**config.mk**
```make
export PLATFORM = sky130hd
export DESIGN_NAME = mam_addr_map
export DESIGN_NICKNAME = d
export VERILOG_FILES = /design/src/mam_pkg.sv /design/src/mam_ea_if.sv /design/src/mam_ea_decode.sv /design/src/mam_addr_map.sv
export SDC_FILE = /design/constraint.sdc
export NUM_CORES = 1
export LEC_CHECK = 0
export BUFFER_PORTS_ARGS = -buffer_cell sky130_fd_sc_hd__buf_2
export CAP_MARGIN = 0
export CELL_PAD_IN_SITES_DETAIL_PLACEMENT = 1
export CELL_PAD_IN_SITES_GLOBAL_PLACEMENT = 1
export CORE_UTILIZATION = 34
export DETAILED_ROUTE_END_ITERATION = 7
export HOLD_SLACK_MARGIN = 0.06
export PLACE_DENSITY_LB_ADDON = 0.25
export SKIP_LAST_GASP = 1
export SYNTH_ARGS = -nofsm -noshare
export SYNTH_HDL_FRONTEND = slang
export SYNTH_SLANG_ARGS = --single-unit
```
**constraint.sdc**
```tcl
create_clock -name CLK -period 6.9 [get_ports CLK]
set_input_delay 1.38 -clock CLK [delete_from_list [all_inputs] [get_ports CLK]]
set_output_delay 1.38 -clock CLK [all_outputs]
set_load 0.01 [all_outputs]
```
**src/mam_pkg.sv**
```systemverilog
// Summary of operation
// - Program address is 24 bits, from PC otherwise
// - User accesses limited to lower program half
// - Table ops with page bit 7 reach configuration
// - Even lower word, odd upper, phantom byte zero
// - Fetch stays word aligned, PC steps by two
// - Lowest addresses reserved for execution vectors
// - Execution starts at address zero after reset
// - Primary and alternate interrupt vector tables
// - Separate read and write address generators
// - Data addresses are 16-bit byte addresses
// - Bit 15 selects RAM or program window
// - Reads outside implemented memory return zero
// - Low byte even address, high byte odd
// - Odd word access traps, write is suppressed
package mam_pkg;

    // ==========================================================
    // Widths
    localparam int PROG_AW = 24;
    localparam int PC_W = 23;
    localparam int DATA_AW = 16;
    localparam int DATA_W = 16;
    localparam int PAGE_W = 8;
    localparam int PROG_DW = 24;

    // ==========================================================
    // Program space map
    localparam logic [23:0] RESET_TOP = 24'h00_0003;
    localparam logic [23:0] IVT_BASE = 24'h00_0004;
    localparam logic [23:0] IVT_TOP = 24'h00_00FF;
    localparam logic [23:0] ALT_BASE = 24'h00_0100;
    localparam logic [23:0] ALT_TOP = 24'h00_01FF;
    localparam logic [23:0] VEC_END = 24'h00_0200;
    localparam logic [23:0] USER_TOP = 24'h7F_FFFF;
    localparam logic [23:0] CFG_BASE = 24'hF8_0000;
    localparam logic [23:0] CFG_TOP = 24'hF8_0017;
    localparam logic [23:0] PARTID_BASE = 24'hFF_0000;
    localparam logic [23:0] PARTID_TOP = 24'hFF_FFFF;
    localparam int PAGE_CFG_BIT = 7;
    localparam int UPPER_HALF_BIT = 23;

    // ==========================================================
    // Program counter
    localparam logic [22:0] RESET_PC = 23'h00_0000;
    localparam logic [22:0] PC_STEP = 23'h00_0002;

    // ==========================================================
    // Data space
    localparam int EA_WIN_BIT = 15;
    localparam int RAM_BYTES_DEF = 30720;

    // ==========================================================
    // Program region codes
    typedef enum logic [2:0] {
        MAM_REG_RESET = 3'h0,
        MAM_REG_IVT = 3'h1,
        MAM_REG_ALT = 3'h2,
        MAM_REG_USER = 3'h3,
        MAM_REG_CFG = 3'h4,
        MAM_REG_PARTID = 3'h5,
        MAM_REG_RSVD = 3'h6,
        MAM_REG_DENIED = 3'h7
    } mam_region_t;

endpackage : mam_pkg

```
**src/mam_ea_if.sv**
```systemverilog
`timescale 1ns/100ps
`default_nettype none
interface mam_ea_if;
    logic [15:0] ea;
    logic req;
    logic word;
    logic ram_sel;
    logic win_sel;
    logic zero_sel;
    logic misalign;
    logic [1:0] byte_en;

    modport address_generator (
        output ea, req, word,
        input ram_sel, win_sel, zero_sel, misalign, byte_en
    );
    modport dec (
        input ea, req, word,
        output ram_sel, win_sel, zero_sel, misalign, byte_en
    );
endinterface : mam_ea_if
`default_nettype wire

```
**src/mam_ea_decode.sv**
```systemverilog
`timescale 1ns/100ps
`default_nettype none
module mam_ea_decode #(
    parameter int RAM_BYTES = mam_pkg::RAM_BYTES_DEF
) (
    mam_ea_if.dec bus
);
    import mam_pkg::*;

    localparam logic [16:0] RAM_LIM = 17'(RAM_BYTES);

    logic upper;
    logic in_ram;

    // ==========================================================
    // Pure decode, no state: answers in the cycle of the address
    assign upper = bus.ea[EA_WIN_BIT];
    assign in_ram = !upper && ({1'b0, bus.ea} < RAM_LIM);
    assign bus.ram_sel = bus.req && in_ram;
    assign bus.win_sel = bus.req && upper;
    assign bus.zero_sel = bus.req && !upper && !in_ram;
    assign bus.misalign = bus.req && bus.word && bus.ea[0];

    // Even byte is the low lane, odd byte the high lane
    always_comb begin
        if (!bus.req) begin
            bus.byte_en = 2'b00;
        end else if (bus.word) begin
            bus.byte_en = 2'b11;
        end else if (bus.ea[0]) begin
            bus.byte_en = 2'b10;
        end else begin
            bus.byte_en = 2'b01;
        end
    end
endmodule : mam_ea_decode
`default_nettype wire

```
**src/mam_addr_map.sv**
```systemverilog
`timescale 1ns/100ps
`default_nettype none
module mam_addr_map #(
    parameter int RAM_BYTES = mam_pkg::RAM_BYTES_DEF
) (
    // Clock and reset
    input wire logic CLK,
    input wire logic RST,
    // Program counter control
    input wire logic PC_INC,
    input wire logic PC_DEC,
    input wire logic PC_LOAD,
    input wire logic [mam_pkg::PC_W-1:0] PC_LOAD_ADDR,
    output logic [mam_pkg::PC_W-1:0] PC,
    // Table access
    input wire logic TABLE_READ_OP,
    input wire logic TABLE_WRITE_OP,
    input wire logic [mam_pkg::PAGE_W-1:0] TABLE_PAGE_REGISTER,
    input wire logic [15:0] TABLE_OFFSET,
    input wire logic [mam_pkg::PAGE_W-1:0] WINDOW_PAGE,
    // Program memory port
    output logic [mam_pkg::PROG_AW-1:0] PROG_ADDR,
    output logic [2:0] PROG_REGION,
    output logic PROG_DENIED,
    output logic PROG_IN_VECTORS,
    input wire logic [mam_pkg::PROG_DW-1:0] PROG_MEM_RDATA,
    output logic [15:0] PROG_WORD,
    // Read address generator
    input wire logic [mam_pkg::DATA_AW-1:0] RD_EFFECTIVE_ADDR,
    input wire logic RD_REQ,
    input wire logic RD_WORD,
    output logic RD_RAM_SEL,
    output logic RD_WINDOW_SEL,
    output logic RD_ZERO_SEL,
    output logic [mam_pkg::DATA_W-1:0] RD_DATA,
    output logic RD_DATA_VALID,
    // Write address generator
    input wire logic [mam_pkg::DATA_AW-1:0] WR_EFFECTIVE_ADDR,
    input wire logic WR_REQ,
    input wire logic WR_WORD,
    input wire logic [mam_pkg::DATA_W-1:0] WR_DATA,
    // Data RAM port
    output logic RAM_RD_EN,
    output logic [mam_pkg::DATA_AW-2:0] RAM_RD_ADDR,
    input wire logic [mam_pkg::DATA_W-1:0] RAM_RDATA,
    output logic RAM_WR_EN,
    output logic [mam_pkg::DATA_AW-2:0] RAM_WR_ADDR,
    output logic [1:0] RAM_WR_BE,
    output logic [mam_pkg::DATA_W-1:0] RAM_WR_DATA,
    // Trap
    output logic ADDR_ERR_TRAP
);
    import mam_pkg::*;

    logic [PC_W-1:0] pc_reg;
    logic [PROG_AW-1:0] prog_addr;
    logic table_op;
    logic cfg_ok;
    logic denied;
    mam_region_t region;
    logic prog_upper_reg;
    logic [15:0] prog_word_reg;
    logic rd_ram_reg;
    logic rd_win_reg;
    logic rd_byte_reg;
    logic rd_hi_reg;
    logic rd_pend_reg;
    logic [DATA_W-1:0] rd_data_reg;
    logic [DATA_W-1:0] rd_data_next;
    logic rd_valid_reg;
    logic [15:0] src_word;
    logic wr_en_reg;
    logic [DATA_AW-2:0] wr_addr_reg;
    logic [1:0] wr_be_reg;
    logic [DATA_W-1:0] wr_data_reg;
    logic trap_reg;

    mam_ea_if rd_bus ();
    mam_ea_if wr_bus ();

    // ==========================================================
    // Independent read and write address decode
    assign rd_bus.ea = RD_EFFECTIVE_ADDR;
    assign rd_bus.req = RD_REQ;
    assign rd_bus.word = RD_WORD;
    assign wr_bus.ea = WR_EFFECTIVE_ADDR;
    assign wr_bus.req = WR_REQ;
    assign wr_bus.word = WR_WORD;

    mam_ea_decode #(.RAM_BYTES(RAM_BYTES)) u_rd_dec (
        .bus(rd_bus)
    );
    mam_ea_decode #(.RAM_BYTES(RAM_BYTES)) u_wr_dec (
        .bus(wr_bus)
    );

    // ==========================================================
    // Program counter
    // Bit 0 is forced low so a load cannot misalign the fetch
    always_ff @(posedge CLK) begin
        if (RST) begin
            pc_reg <= RESET_PC;
        end else if (PC_LOAD) begin
            pc_reg <= {PC_LOAD_ADDR[PC_W-1:1], 1'b0};
        end else if (PC_INC) begin
            pc_reg <= pc_reg + PC_STEP;
        end else if (PC_DEC) begin
            pc_reg <= pc_reg - PC_STEP;
        end
    end
    assign PC = pc_reg;

    // ==========================================================
    // Program address source: table op, then window, then fetch
    assign table_op = TABLE_READ_OP || TABLE_WRITE_OP;
    always_comb begin
        if (table_op) begin
            prog_addr = {TABLE_PAGE_REGISTER, TABLE_OFFSET};
        end else if (rd_bus.win_sel) begin
            prog_addr = {1'b0, WINDOW_PAGE,
                RD_EFFECTIVE_ADDR[14:1], 1'b0};
        end else begin
            prog_addr = {1'b0, pc_reg};
        end
    end
    assign PROG_ADDR = prog_addr;

    // Upper half only for table ops with the page bit set
    assign cfg_ok = table_op && TABLE_PAGE_REGISTER[PAGE_CFG_BIT];
    assign denied = prog_addr[UPPER_HALF_BIT] && !cfg_ok;

    // ==========================================================
    // Program region decode, same cycle as the address
    always_comb begin
        if (denied) begin
            region = MAM_REG_DENIED;
        end else if (prog_addr <= RESET_TOP) begin
            region = MAM_REG_RESET;
        end else if (prog_addr >= IVT_BASE && prog_addr <= IVT_TOP) begin
            region = MAM_REG_IVT;
        end else if (prog_addr >= ALT_BASE && prog_addr <= ALT_TOP) begin
            region = MAM_REG_ALT;
        end else if (prog_addr <= USER_TOP) begin
            region = MAM_REG_USER;
        end else if (prog_addr >= CFG_BASE && prog_addr <= CFG_TOP) begin
            region = MAM_REG_CFG;
        end else if (prog_addr >= PARTID_BASE
                && prog_addr <= PARTID_TOP) begin
            region = MAM_REG_PARTID;
        end else begin
            region = MAM_REG_RSVD;
        end
    end
    assign PROG_REGION = region;
    assign PROG_DENIED = denied;
    assign PROG_IN_VECTORS = !denied && (prog_addr < VEC_END);

    // ==========================================================
    // Program word return, memory answers one cycle later
    always_ff @(posedge CLK) begin
        if (RST) begin
            prog_upper_reg <= 1'b0;
        end else begin
            prog_upper_reg <= prog_addr[0];
        end
    end

    // Phantom byte: upper word carries only bits 23..16
    always_ff @(posedge CLK) begin
        if (RST) begin
            prog_word_reg <= 16'h0000;
        end else if (prog_upper_reg) begin
            prog_word_reg <= {8'h00, PROG_MEM_RDATA[23:16]};
        end else begin
            prog_word_reg <= PROG_MEM_RDATA[15:0];
        end
    end
    assign PROG_WORD = prog_word_reg;

    // ==========================================================
    // Data read path
    // Misaligned reads still run so the instruction can complete
    assign RAM_RD_EN = rd_bus.ram_sel;
    assign RAM_RD_ADDR = RD_EFFECTIVE_ADDR[DATA_AW-1:1];
    assign RD_RAM_SEL = rd_bus.ram_sel;
    assign RD_WINDOW_SEL = rd_bus.win_sel;
    assign RD_ZERO_SEL = rd_bus.zero_sel;

    always_ff @(posedge CLK) begin
        if (RST) begin
            rd_pend_reg <= 1'b0;
            rd_ram_reg <= 1'b0;
            rd_win_reg <= 1'b0;
            rd_byte_reg <= 1'b0;
            rd_hi_reg <= 1'b0;
        end else begin
            rd_pend_reg <= RD_REQ && !table_op;
            rd_ram_reg <= rd_bus.ram_sel;
            rd_win_reg <= rd_bus.win_sel && !table_op;
            rd_byte_reg <= !RD_WORD;
            rd_hi_reg <= RD_EFFECTIVE_ADDR[0];
        end
    end

    // Zero return costs no extra cycle: same latency as RAM
    always_comb begin
        if (rd_ram_reg) begin
            src_word = RAM_RDATA;
        end else if (rd_win_reg) begin
            src_word = prog_upper_reg ? {8'h00, PROG_MEM_RDATA[23:16]}
                                      : PROG_MEM_RDATA[15:0];
        end else begin
            src_word = 16'h0000;
        end
        if (rd_byte_reg) begin
            rd_data_next = {8'h00,
                rd_hi_reg ? src_word[15:8] : src_word[7:0]};
        end else begin
            rd_data_next = src_word;
        end
    end

    always_ff @(posedge CLK) begin
        if (RST) begin
            rd_data_reg <= 16'h0000;
            rd_valid_reg <= 1'b0;
        end else begin
            rd_valid_reg <= rd_pend_reg;
            if (rd_pend_reg) begin
                rd_data_reg <= rd_data_next;
            end
        end
    end
    assign RD_DATA = rd_data_reg;
    assign RD_DATA_VALID = rd_valid_reg;

    // ==========================================================
    // Data write path
    // Writes to the window or to unimplemented space are dropped
    always_ff @(posedge CLK) begin
        if (RST) begin
            wr_en_reg <= 1'b0;
            wr_addr_reg <= '0;
            wr_be_reg <= 2'b00;
            wr_data_reg <= 16'h0000;
        end else begin
            wr_en_reg <= wr_bus.ram_sel && !wr_bus.misalign;
            wr_addr_reg <= WR_EFFECTIVE_ADDR[DATA_AW-1:1];
            wr_be_reg <= wr_bus.misalign ? 2'b00 : wr_bus.byte_en;
            wr_data_reg <= WR_WORD ? WR_DATA
                                   : {WR_DATA[7:0], WR_DATA[7:0]};
        end
    end
    assign RAM_WR_EN = wr_en_reg;
    assign RAM_WR_ADDR = wr_addr_reg;
    assign RAM_WR_BE = wr_be_reg;
    assign RAM_WR_DATA = wr_data_reg;

    // ==========================================================
    // Address error trap, one pulse per faulting cycle
    always_ff @(posedge CLK) begin
        if (RST) begin
            trap_reg <= 1'b0;
        end else begin
            trap_reg <= rd_bus.misalign || wr_bus.misalign;
        end
    end
    assign ADDR_ERR_TRAP = trap_reg;

endmodule : mam_addr_map
`default_nettype wire

```
## Word level (Yosys, flattened, before mapping)

Index checks and enable logic that the tools add are counted.

| word-level totals | value |
|---|---|
| flip-flop bits (word level) | 97 |
| bits of input ports | 154 |
| output and inout port bits | 139 |
| logic and storage cells | 87 |

| operators by class | value |
|---|---|
| add/sub/neg operators | 2 |
| order comparisons | 13 |
| multiplexer cells | 20 |
| bitwise operators | 1 |
| reductions and logical operators | 35 |

Operator list:

| kind | number |
|---|---|
| $mux 23 | 4 |
| $mux 16 | 5 |
| $ge 24x24->1 const B | 2 |
| $le 24x24->1 const B | 2 |
| $lt 16x15->1 const B | 2 |
| $ge 24x3->1 const B | 1 |
| $ge 24x9->1 const B | 1 |
| $le 24x2->1 const B | 1 |
| $le 24x23->1 const B | 1 |
| $le 24x8->1 const B | 1 |
| $le 24x9->1 const B | 1 |
| $lt 24x10->1 const B | 1 |
| $mux 24 | 1 |
| $add 23x2->23 const B | 1 |
| $sub 23x2->23 const B | 1 |
| $logic_and 1x1->1 | 21 |
| $mux 3 | 5 |
| $logic_not 1->1 | 8 |
| $mux 2 | 4 |
| $mux 8 | 1 |
| $reduce_bool 3->1 | 1 |
| $reduce_or 3->1 | 1 |
| $logic_or 1x1->1 | 2 |
| $reduce_bool 2->1 | 1 |
| other kinds (2) | 2 |

## Longest topological paths before layout

Gate-level depths: netlist (run 1).

| depth | value |
|---|---|
| depth in word-level cells | 12 |
| mapped depth | 11 |
| mapped depth without buffers | 10 |

## Modules after synthesis

A second synthesis (run 1) with hierarchy kept.

| unflattened totals | value |
|---|---|
| cells, all modules | 671 |
| area total of the unflattened synthesis | 5561.6 um^2 |

Modules (own cells, without submodules):

| module | instances | cells an instance | area an instance (um^2) |
|---|---|---|---|
| mam_addr_map | 1 | 653 | 5454.0 |
| mam_ea_decode | 2 | 9 | 53.8 |

## Worst setup path before layout (run 1)

No wires, ideal clock.

| path | value |
|---|---|
| path type | input-to-output |
| start point | input TABLE_WRITE_OP |
| end point | output PROG_REGION[0] |
| data arrival time | 3.141 ns |
| data required time | 5.520 ns |
| setup slack | 2.379 ns |
| stages | 8 |
| path buffers | 3 |
| cells stage by stage | or2_1 -> buf_2 -> clkbuf_1 -> clkbuf_1 -> o21ai_0 -> and3_1 -> nand4_1 -> a22oi_1 |

| between the ends | value |
|---|---|
| word-level cells in the longest chain between the ends | 11 |

Ends and longest elaborated chain:

| what | line | source |
|---|---|---|
| start: declaration | mam_addr_map.sv:17 | `input wire logic TABLE_WRITE_OP,` |
| $logic_or 1x1->1 (*) | mam_addr_map.sv:115 | `assign table_op = TABLE_READ_OP \|\| TABLE_WRITE_OP;` |
| $mux 24 (*) | mam_addr_map.sv:117 | `if (table_op) begin` |
| via PROG_ADDR (one bit) | mam_addr_map.sv:22 | `output logic [mam_pkg::PROG_AW-1:0] PROG_ADDR,` |
| $ge 24x24->1 / $le 24x24->1 (equally long branches) | mam_addr_map.sv:147, mam_addr_map.sv:148 |  |
| $logic_and 1x1->1 | mam_addr_map.sv:148 | `&& prog_addr <= PARTID_TOP) begin` |
| $mux 2 | mam_addr_map.sv:147 | `end else if (prog_addr >= PARTID_BASE` |
| $mux 2 | mam_addr_map.sv:145 | `end else if (prog_addr >= CFG_BASE && prog_addr <= CFG_TOP) begin` |
| $mux 3 | mam_addr_map.sv:143 | `end else if (prog_addr <= USER_TOP) begin` |
| $mux 3 | mam_addr_map.sv:141 | `end else if (prog_addr >= ALT_BASE && prog_addr <= ALT_TOP) begin` |
| $mux 3 | mam_addr_map.sv:139 | `end else if (prog_addr >= IVT_BASE && prog_addr <= IVT_TOP) begin` |
| $mux 3 (*) | mam_addr_map.sv:137 | `end else if (prog_addr <= RESET_TOP) begin` |
| $mux 3 (*) | mam_addr_map.sv:135 | `if (denied) begin` |
| end: declaration | mam_addr_map.sv:23 | `output logic [2:0] PROG_REGION,` |

Mark *: on every way through the listed nets, which the timed path passes. The rest lies on a longest branch.

## Worst setup path in the final report (run 1)

| path | value |
|---|---|
| start point | input RD_EFFECTIVE_ADDR[15] in the netlist's numbering |
| end point | output PROG_REGION[0] |

| between the ends | value |
|---|---|
| word-level cells in the longest chain between the ends | 12 |

Ends and longest elaborated chain:

| what | line | source |
|---|---|---|
| start: declaration | mam_addr_map.sv:29 | `input wire logic [mam_pkg::DATA_AW-1:0] RD_EFFECTIVE_ADDR,` |
| $logic_and 1x1->1 (*) | mam_ea_decode.sv:20 | `assign bus.win_sel = bus.req && upper;` |
| $mux 23 (*) | mam_addr_map.sv:119 | `end else if (rd_bus.win_sel) begin` |
| $mux 24 (*) | mam_addr_map.sv:117 |  |
| $ge 24x24->1 / $le 24x24->1 (equally long branches) | mam_addr_map.sv:147, mam_addr_map.sv:148 |  |
| $logic_and 1x1->1 | mam_addr_map.sv:148 |  |
| $mux 2 | mam_addr_map.sv:147 |  |
| $mux 2 | mam_addr_map.sv:145 |  |
| $mux 3 | mam_addr_map.sv:143 |  |
| $mux 3 | mam_addr_map.sv:141 |  |
| $mux 3 | mam_addr_map.sv:139 |  |
| $mux 3 (*) | mam_addr_map.sv:137 |  |
| $mux 3 (*) | mam_addr_map.sv:135 |  |

Mark *: on every way between the ends. The rest lies on a longest branch, timed or not.

==> impl_results.md, run 1 <==
* Most frequent standard cell in the layout excluding fill and tap cells: buf_2
* Minimum period implied by the final worst setup slack at between 5 and 6 ns
* Count of antenna-violating nets left after detailed routing at 0
* HPWL Detailed at 15,400 um
* Final #Nets at 1,077
* Commonest cells after routing, fill and taps aside: buf_2 (289), dfxtp_1 (96), nor2_1 (70), nand2_1 (58), a21oi_1 (57)
* Run status: completed
* Max FFs per register at 22
* I/O pin count at 293
* Critical Path Sink Type: primary output
* Cell count after synthesis at approximately 650
* Floorplan Core Area at roughly 0.015 mm2
* Area growth from synthesis to layout at 33.1%
* Routed wirelength normalized by instance count at around 18 um
* Hold violation count in the final report at 0
* Global Route Usage Sum at 24.0%
* Setup TNS at 0 ns
* IR drop worst, VDD at 0.153 mV
* Pwr Density at ~220 mW/mm2
* Met2 usage at approximately two fifths
* Worst Setup Slack, final at 1.71 ns
* Met3 global-route usage at 5.95%
* Final GP Congestion at roughly 0.86
* Worst slack, placed at 1.71 ns
* Max-capacitance violation count at 0
* Width of the die at 128 um
* Tcrit/Tclk final at 75.2%
* RSZ-0062 raised after global routing: no
* Number of buffers inserted during clock tree synthesis at 9
* Post-route total power at roughly 1.5 mW
* Placed instance area at 0.00681 mm2
* Final Cell Area at 0.00713 mm2
* Final Hold Slack at 0.476 ns
* Initial antenna violation count at 0
* GRT met1 Usage at 29.3%
* Routed via count divided by cell count at between 5 and 6
* Root Buffer: clkbuf_16
* Level count of the clock H-tree at 3
* Final max-slew violation count at 0
* Clock buffer depth at 2
* Total standard cell area after synthesis at 0.00536 mm2
* Synthesized area per cell at 8.19 um2
* Total clock sinks at 96
* Arrival time worst endpoint at 3.81 ns
* Post-CTS Setup Inserts at 0
* Gr busiest metal: met2
* Insertion delay of the later-clocked pin in the worst-skew pair at between 0.3 and 0.4 ns
* Area occupied by multi-input gates at 0.00310 mm2
* Global-route wire length before repair at 30,100 um
* Largest fanout on the critical path at 23
* Overflow left after global routing at 0
* Vias post-DR at 5,608
* Die span in y at approximately 130 um
* Drt first pass iters at 4
* Slew headroom at ~40%
* Required time reported for the critical path endpoint at 5.52 ns
* Count of input and output buffers at roughly 290
* Starting density of the core at 35.0%
* Post-synthesis register bit count at 96
* Post-cts repair resize count at 0
* Share of cells above drive strength 1 at 35.7%
* Number of library cell types mapped by synthesis at 64
* Post-detailed-route DRC marker count at 0
* Row Count at 45
* Maximum clock rate at 193 MHz
* Sequential-to-total area share from yosys stat at 35.9%
* Fill cell total of the finished layout at 1,979
* Die Outline Area at about 0.016 mm2
* WL final at ~20,000 um
* Syn. warnings at 0
* CP Class: in2out
* Sequential cell area at approximately 0.0019 mm2
* TritonCTS clock tree: yes
* Register clock-pin slew on the reported worst setup and hold paths at 0.07 ns
* Setup crit start kind: input port
* Number of global-route vias before repair at 5,464
* Count of flip-flops with a built-in enable after synthesis at 0
* Setup violations, final at 0
* Leakage power at 3.59 nW
* Async set-reset flop share out of synthesis at 0%
* Clock Skew at between 0.009 and 0.01 ns
* Pin count of the biggest net entering global routing at 57
* Antenna diode count at 0
* Primary flip-flop cell chosen by synthesis mapping: dfxtp_1
* Number of buffers inserted by hold repair at cts at 0
* Violation count after the first detailed-routing iteration at 309
* Pin slew with the least headroom to its limit at 0.882 ns
* Worst min path class: reg2reg
[Yosys cell counts, drive strengths merged (18+ instances only)]
cell / count / share of area (%)
nor2: 70 / 4.9
nand2b: 18 / 2.1
a21oi: 57 / 5.3
nand2: 59 / 4.2
ha: 20 / 4.7
clkbuf: 29 / 2.0
buf: 27 / 3.3
nor2b: 39 / 4.6
dfxtp: 96 / 36
mux2i: 38 / 7.1
o21ai: 39 / 3.7
o211ai: 20 / 2.9
[metrics by stage]
step | utilization [%] | std cells
final | 46.5 | 1118
after global routing | 46.5 | 1118
after CTS | 46.5 | 1118
after detailed placement | 44.4 | 1102
after global placement | 44.4 | 1102
after floorplan | - | 655
[power breakdown]
| part | internal, mW | leakage [nW] | switching (mW) |
|---|---|---|---|
| logic | 0.171 | 2.65 | 0.218 |
| registers | 0.586 | 0.794 | 0.0329 |
| clock network | 0.293 | 0.154 | 0.241 |
[final timing paths]
path / from / end / depth (start not counted) / slack [ns]
worst max register to register: PC[1] / PC[19] / 9 / 4.13
worst min register to register: RD_DATA[2] / RD_DATA[2] / 2 / 0.48
worst max-delay path: RD_EFFECTIVE_ADDR[15] / PROG_REGION[0] / 9 / 1.71
worst min-delay path: RD_DATA[2] / RD_DATA[2] / 2 / 0.48
[layout make-up]
| type | count | share of cell area (%) |
|---|---|---|
| clock buffer | 9 | 3.16 |
| clock inverter | 7 | 1.35 |
| inverter | 14 | 0.737 |
| multi-input combinational | 489 | 43.5 |
| sequential | 96 | 27.0 |
| tap | 211 | 3.70 |
| timing repair buffer | 292 | 20.6 |
[critical path: stages]
cell	delay (ns)
buf_2	0.16
nand2_2	0.52
mux2i_1	0.27
o21ai_1	0.10
or4_1	0.59
nor4_2	0.29
and3_1	0.25
a22oi_1	0.09
buf_2	0.15
[metal layers]
layer  wire, um  share of wire [%]
met2       9950                 50
met1       8440                 42
met5          0                  0
met4        278                1.4
met3       1240                6.2
[logic make-up (layout without fill, tap and decap cells)]
kind of cell / Yosys count / after routing / synth area share (%)
compound gates: 171 / 171 / 20.8
other cells: 1 / 2 / 0.0700
flops: 96 / 96 / 35.9
fa+ha+maj: 21 / 21 / 5.05
simple gates: 241 / 241 / 22.2
mux: 38 / 38 / 7.10
buf+inv: 70 / 322 / 6.35
xor+xnor: 16 / 16 / 2.62
(Power assumes the default switching activity.)
==> run 2, diff against run 1 <==
ABC_AREA = 1   (was default)
CORE_UTILIZATION = 31   (was 34)
clock period = 4.85 ns   (was 6.9 ns; I/O delays follow)
==> run 2 against run 1 <==
Against the previous run:
- synthesized cell count grew 46%
- largest cell class unchanged
- critical path depth is 2 higher
- combinational power increased by 63%
- clock skew increased by 0.0033 ns
- area after synthesis is 11% higher
- register-to-register slack worse by 1.4 ns
- die area grew 21%
- largest power group unchanged
- sequential power is 43% higher
- first-iteration DRC count fell by 20%
==> impl_results.md, run 2 <==
* Worst min path class: reg2reg
* Die span in y at 141 um
* Drt first pass iters at 4
* Register clock-pin slew on the reported worst setup and hold paths at 0.07 ns
* Final Hold Slack at 0.467 ns
* Overflow left after global routing at 0
* Pin slew with the least headroom to its limit at 0.819 ns
* Internal power contribution at 1.45 mW
* Worst-path cell chain: buf_2, nor2_4, inv_1, nand2_1, o21ai_1, nand3b_1, nor2_1, nand3_1, nand2_1, nor2_1, buf_2
* Power share of the clock group at about a third
* Family of cells with the greatest summed delay on the critical path: simple AND/OR/NAND/NOR gates
* RSZ-0062 raised after global routing: no
* Minimum period implied by the final worst setup slack at around 3.9 ns
* Post-synthesis register bit count at 96
* Area growth from synthesis to layout at 29.8%
* GRT met1 Usage at approximately 31%
* Cell at the slowest stage of the critical path: nor2_4
* Final GP Congestion at approximately 0.84
* Cell count after synthesis at 952
* I/O pin count at 293
* Violation count after the first detailed-routing iteration at ~250
* Count of antenna-violating nets left after detailed routing at 0
* Insertion delay of the later-clocked pin in the worst-skew pair at 0.35 ns
* Leakage power at 4.32 nW
* Die Outline Area at 0.0197 mm2
* Switching power of the nets at between 0.7 and 0.8 mW
* Number of buffers inserted by hold repair at cts at 0
* Biggest area consumer among synthesized cells: dfxtp_1
* Primary flip-flop cell chosen by synthesis mapping: dfxtp_1
* Starting density of the core at 31.7%
* Routed via count divided by cell count at 4.75
* Slew headroom at 45.3%
* Part of the power in registers at about 40%
* Synthesized area per cell at 6.25 um2
* Level count of the clock H-tree at 3
* Setup TNS at 0 ns
* Initial antenna violation count at 1
* Gr busiest metal: met2
* Number of global-route vias before repair at 6,743
* Post-cts repair resize count at 0
* Setup violations, final at 0
* Run status: completed
* Met2 usage at 43.0%
* HPWL Detailed at 19,500 um
* Max FFs per register at 22
* Main area contributors after synthesis: dfxtp_1 (32%), nand2_1 (17%), nor2_1 (9.0%), inv_1 (8.5%), a21oi_1 (5.3%)
* Tcrit/Tclk final at 79.8%
* TritonCTS clock tree: yes
* Share of cells above drive strength 1 at between 20% and 30%
* Final max-slew violation count at 0
* Antenna diode count at 0
* Total clock sinks at 96
* Number of buffers and inverters on the critical path at 3
* Pwr Density at about 290 mW/mm2
* Floorplan Core Area at about 0.019 mm2
* Met3 global-route usage at roughly 3.8%
* Required time reported for the critical path endpoint at 3.88 ns
* Switching part of the total at 35.6%
* Hold violation count in the final report at 0
* Clock Skew at 0.0131 ns
* List of most frequent post-synthesis cells: nand2_1 (271), nor2_1 (143), inv_1 (134)
* Critical Path Sink Type: primary output
* Post-detailed-route DRC marker count at 0
* Maximum clock rate at 258 MHz
* Async set-reset flop share out of synthesis at 0%
* Most frequent standard cell in the layout excluding fill and tap cells: buf_2
* Cell with the most instances after synthesis: nand2_1
* Global Route Usage Sum at between 20 and 25%
* Routed wirelength normalized by instance count at 16.8 um
* Pin count of the biggest net entering global routing at 70
* Max-capacitance violation count at 0
* WL final at 24,300 um
* Count of flip-flops with a built-in enable after synthesis at 0
* Clock buffer depth at 2
* Synth top area share at between 30% and 40%
* CP Class: in2out
* Width of the die at 141 um
* Sequential-to-total area share from yosys stat at 32.3%
* Global-route wire length before repair at 37,000 um
* Post-CTS Setup Inserts at 0
* Logic pwr share at between 20% and 30%
* Number of buffers inserted during clock tree synthesis at 9
* IR drop worst, VDD at 0.141 mV
* Vias post-DR at 6,868
* Commonest cells after routing, fill and taps aside: buf_2 (289), nand2_1 (271), nor2_1 (143), inv_1 (134), dfxtp_1 (96)
* Root Buffer: clkbuf_16
* Setup crit start kind: input port
* Final #Nets at 1,381
* Number of library cell types mapped by synthesis at 48
* Row Count at 50
* Count of input and output buffers at 289
* Delay of the slowest critical-path stage at 0.40 ns
* Arrival time worst endpoint at 2.90 ns
* Total standard cell area after synthesis at 0.00595 mm2
* Syn. warnings at 0
* Largest fanout on the critical path at 17
==> run 2: cell count changes after synthesis, sizes merged, moves of 13 or more <==
| cell | change |
|---|---|
| nand2b | -18 |
| o211ai | -17 |
| a211oi | -13 |
| o21ai | +26 |
| nand2 | +217 |
| nor2b | -39 |
| inv | +122 |
| mux2i | -30 |
| nand3 | +24 |
| nor2 | +75 |
==> run 2: kinds of logic after synthesis <==
family                   count (synthesis)  synth area share [%]
flip-flops                              96                  32.3
XOR/XNOR                                 7                  1.03
AO/OA/AOI/OAI                          150                  14.2
adder cells (fa/ha/maj)                 21                  4.54
AND/OR/NAND/NOR                        481                  32.7
buffers and inverters                  188                  13.8
multiplexers                             8                  1.35
other                                    1                0.0630
==> run 2: cell type report <==
type,count,area [um2]
sequential,96,1920
inverter,137,517
clock buffer,10,239
multi-input combinational,669,3220
clock inverter,6,55.1
tap,234,293
timing repair buffer,293,1480
fill,2619,11000
==> run 2: metal layers <==
| metal | part of all wire (%) | up-vias |
|---|---|---|
| met3 | 5.5 | 16 |
| met4 | 0.86 | 2 |
| met5 | 0.049 | - |
| met2 | 48 | 207 |
| li1 | - | 3474 |
| met1 | 45 | 3169 |
==> run 2: per-stage QoR <==
| step | utilization, % | std cells | setup slack (ns) | total power, mW | area (um2) |
|---|---|---|---|---|---|
| 3_5_place_dp | 39.6 | 1429 | 0.988 | 1.55 | 7430 |
| 5_1_grt | 41.1 | 1445 | 0.747 | 2.38 | 7720 |
| 3_3_place_gp | 39.6 | 1429 | 1.01 | 1.53 | 7430 |
| 2_1_floorplan | - | 953 | 1.72 | 1.29 | 5950 |
| 6_report | 41.1 | 1445 | 0.979 | 2.25 | 7720 |
| 4_1_cts | 41.1 | 1445 | 0.979 | 2.27 | 7720 |
==> run 2: path summary, 6_finish.rpt <==
path / slack [ns] / depth (start not counted) / to / start
max: 0.98 / 11 / PROG_REGION[1] / TABLE_WRITE_OP
min reg2reg: 0.47 / 2 / RD_DATA[11] / RD_DATA[11]
max reg2reg: 2.74 / 11 / PC[15] / PC[1]
min: 0.47 / 2 / RD_DATA[11] / RD_DATA[11]
==> run 2: worst min-delay path, delay by kind of cell (launching register included) <==
family           cells  cell delay (ns)
AO/OA/AOI/OAI        1             0.06
AND/OR/NAND/NOR      1             0.06
flip-flops           1             0.31
==> run 2: power by group through the flow <==
stage / registers, mW / logic (mW) / clock network [mW]
after CTS: 0.888 / 0.644 / 0.742
after global routing: 0.893 / 0.718 / 0.772
after floorplan: 0.906 / 0.380 / 0
final: 0.887 / 0.637 / 0.724
after global placement: 0.906 / 0.627 / 0
after detailed placement: 0.906 / 0.640 / 0
==> run 3, diff against run 2 <==
ABC_AREA = 0   (was 1)
clock period = 3.6 ns   (was 4.85 ns; I/O delays follow)
==> run 3 against run 2 <==
Against the previous run:
- first-iteration DRC count is 20% lower
- via count is 18% lower
- final cell count is 21% lower
- sequential power up 34%
- clock skew fell by 0.0032 ns
- sequential cell count unchanged
- largest power group unchanged
==> impl_results.md, run 3 (synthesized netlist as in run 1, its figures left out) <==
* Setup TNS at 0 ns
* Vias post-DR at 5,612
* Global-route wire length before repair at 31,000 um
* Final max-slew violation count at 0
* Pin slew with the least headroom to its limit at 1.01 ns
* Required time reported for the critical path endpoint at between 2 and 3 ns
* Sequential cell area at ~0.0019 mm2
* Worst Setup Slack, final at 0.152 ns
* Clock buffer depth at 2
* WL final at just over 20,000 um
* Overflow left after global routing at 0
* Post-CTS Setup Inserts at 0
* Starting density of the core at 32.1%
* Level count of the clock H-tree at 3
* Width of the die at 133 um
* Total clock sinks at 96
* CP Class: in2out
* Slew headroom at 32.4%
* Pin count of the biggest net entering global routing at 51
* Leakage power at 3.68 nW
* TritonCTS clock tree: yes
* Pwr Density at 413 mW/mm2
* Setup crit start kind: input port
* Maximum clock rate at 290 MHz
* Post-cts repair resize count at 0
* Root Buffer: clkbuf_16
* Register clock-pin slew on the reported worst setup and hold paths at 0.07 ns
* Fill cell total of the finished layout at about 2,100
* Clock Skew at 0.00992 ns
* Insertion delay of the later-clocked pin in the worst-skew pair at 0.36 ns
* Area occupied by multi-input gates at 0.00310 mm2
* Number of global-route vias before repair at 5,576
* Die Outline Area at around 0.018 mm2
* Tcrit/Tclk final at 95.8%
* Commonest cells after routing, fill and taps aside: buf_2 (289), dfxtp_1 (96), nor2_1 (70), nand2_1 (58), a21oi_1 (57)
* Routed wirelength normalized by instance count at 18.1 um
* Minimum period implied by the final worst setup slack at 3.45 ns
* Count of input and output buffers at 289
* Hold violation count in the final report at 0
* Initial antenna violation count at 0
* RSZ-0062 raised after global routing: no
* Most frequent standard cell in the layout excluding fill and tap cells: buf_2
* Final GP Congestion at 0.868
* Share of cells above drive strength 1 at 36.8%
* Row Count at 47
* Drt first pass iters at 5
* Max-capacitance violation count at 0
* Largest fanout on the critical path at 14
* Global Route Usage Sum at between 20% and 30%
* Worst slack, placed at 0.136 ns
* Arrival time worst endpoint at 2.73 ns
* Floorplan Core Area at 0.0167 mm2
* I/O pin count at 293
* Max FFs per register at 22
* Area growth from synthesis to layout at 35.6%
* Die span in y at roughly 130 um
* Number of buffers inserted during clock tree synthesis at 9
* Final #Nets at 1,092
* Antenna diode count at 0
* Critical Path Sink Type: primary output
* Routed via count divided by cell count at 4.91
* Violation count after the first detailed-routing iteration at 197
* IR drop worst, VDD at 0.216 mV
* Run status: completed
* Worst min path class: reg2reg
* Post-route total power at about 3 mW
* Number of buffers inserted by hold repair at cts at 0
* Count of antenna-violating nets left after detailed routing at 0
* Setup violations, final at 0
* Post-detailed-route DRC marker count at 0
* HPWL Detailed at approximately 16,000 um
-- run 3: cell types whose count changed in the layout (fill, tap and decap cells not counted), moves of 22 or more --
cell / change
mux2i_1: +30
nor2_1: -73
nand2_1: -213
inv_1: -120
nor2b_1: +39
nand3_1: -22
-- run 3: worst paths after layout --
| kind | start | to | slack, ns | cells after the start |
|---|---|---|---|---|
| max reg2reg | PC[3] | PC[17] | 0.93 | 9 |
| min reg2reg | RD_DATA[4] | RD_DATA[4] | 0.47 | 2 |
| max | RD_EFFECTIVE_ADDR[15] | PROG_REGION[1] | 0.15 | 10 |
| min | RD_DATA[4] | RD_DATA[4] | 0.47 | 2 |
-- run 3: power breakdown --
group / internal, mW / total, mW / switching [mW] / leakage, nW
combinational: 0.341 / 0.764 / 0.423 / 2.72
sequential: 1.12 / 1.19 / 0.0633 / 0.794
clock: 0.564 / 1.05 / 0.489 / 0.159
-- run 3: per-stage QoR --
step / utilization, % / hold WS, ns / cells / cell area (um2)
2_1_floorplan: - / 0.494 / 655 / 5360
3_3_place_gp: 41.6 / 0.457 / 1126 / 6940
3_5_place_dp: 41.6 / 0.462 / 1126 / 6940
4_1_cts: 43.5 / 0.475 / 1142 / 7260
5_1_grt: 43.5 / 0.504 / 1142 / 7260
6_report: 43.5 / 0.472 / 1142 / 7260
-- run 3: worst max-delay path: stages --
cell	delay, ns
buf_2	0.11
nand2_2	0.17
buf_4	0.30
mux2i_1	0.20
o21ai_0	0.16
or3_1	0.44
a211oi_1	0.24
a21oi_1	0.10
a2bb2oi_1	0.14
buf_2	0.15
-- run 3: layout make-up --
cell class	instances	area share, %
Multi-Input combinational cell	489	42.6
Clock buffer	9	3.10
Tap cell	220	3.79
Timing Repair Buffer	307	21.9
Inverter	14	0.723
Clock inverter	7	1.34
Sequential cell	96	26.5
-- run 3: metal layers --
layer  track usage, %  vias up  wire (um)
met1             28.0     2627       8920
met2             39.9      156      10300
met3             3.54       23       1070
met5                0        -          0
li1                 -     2806          -
met4             8.46        0        430
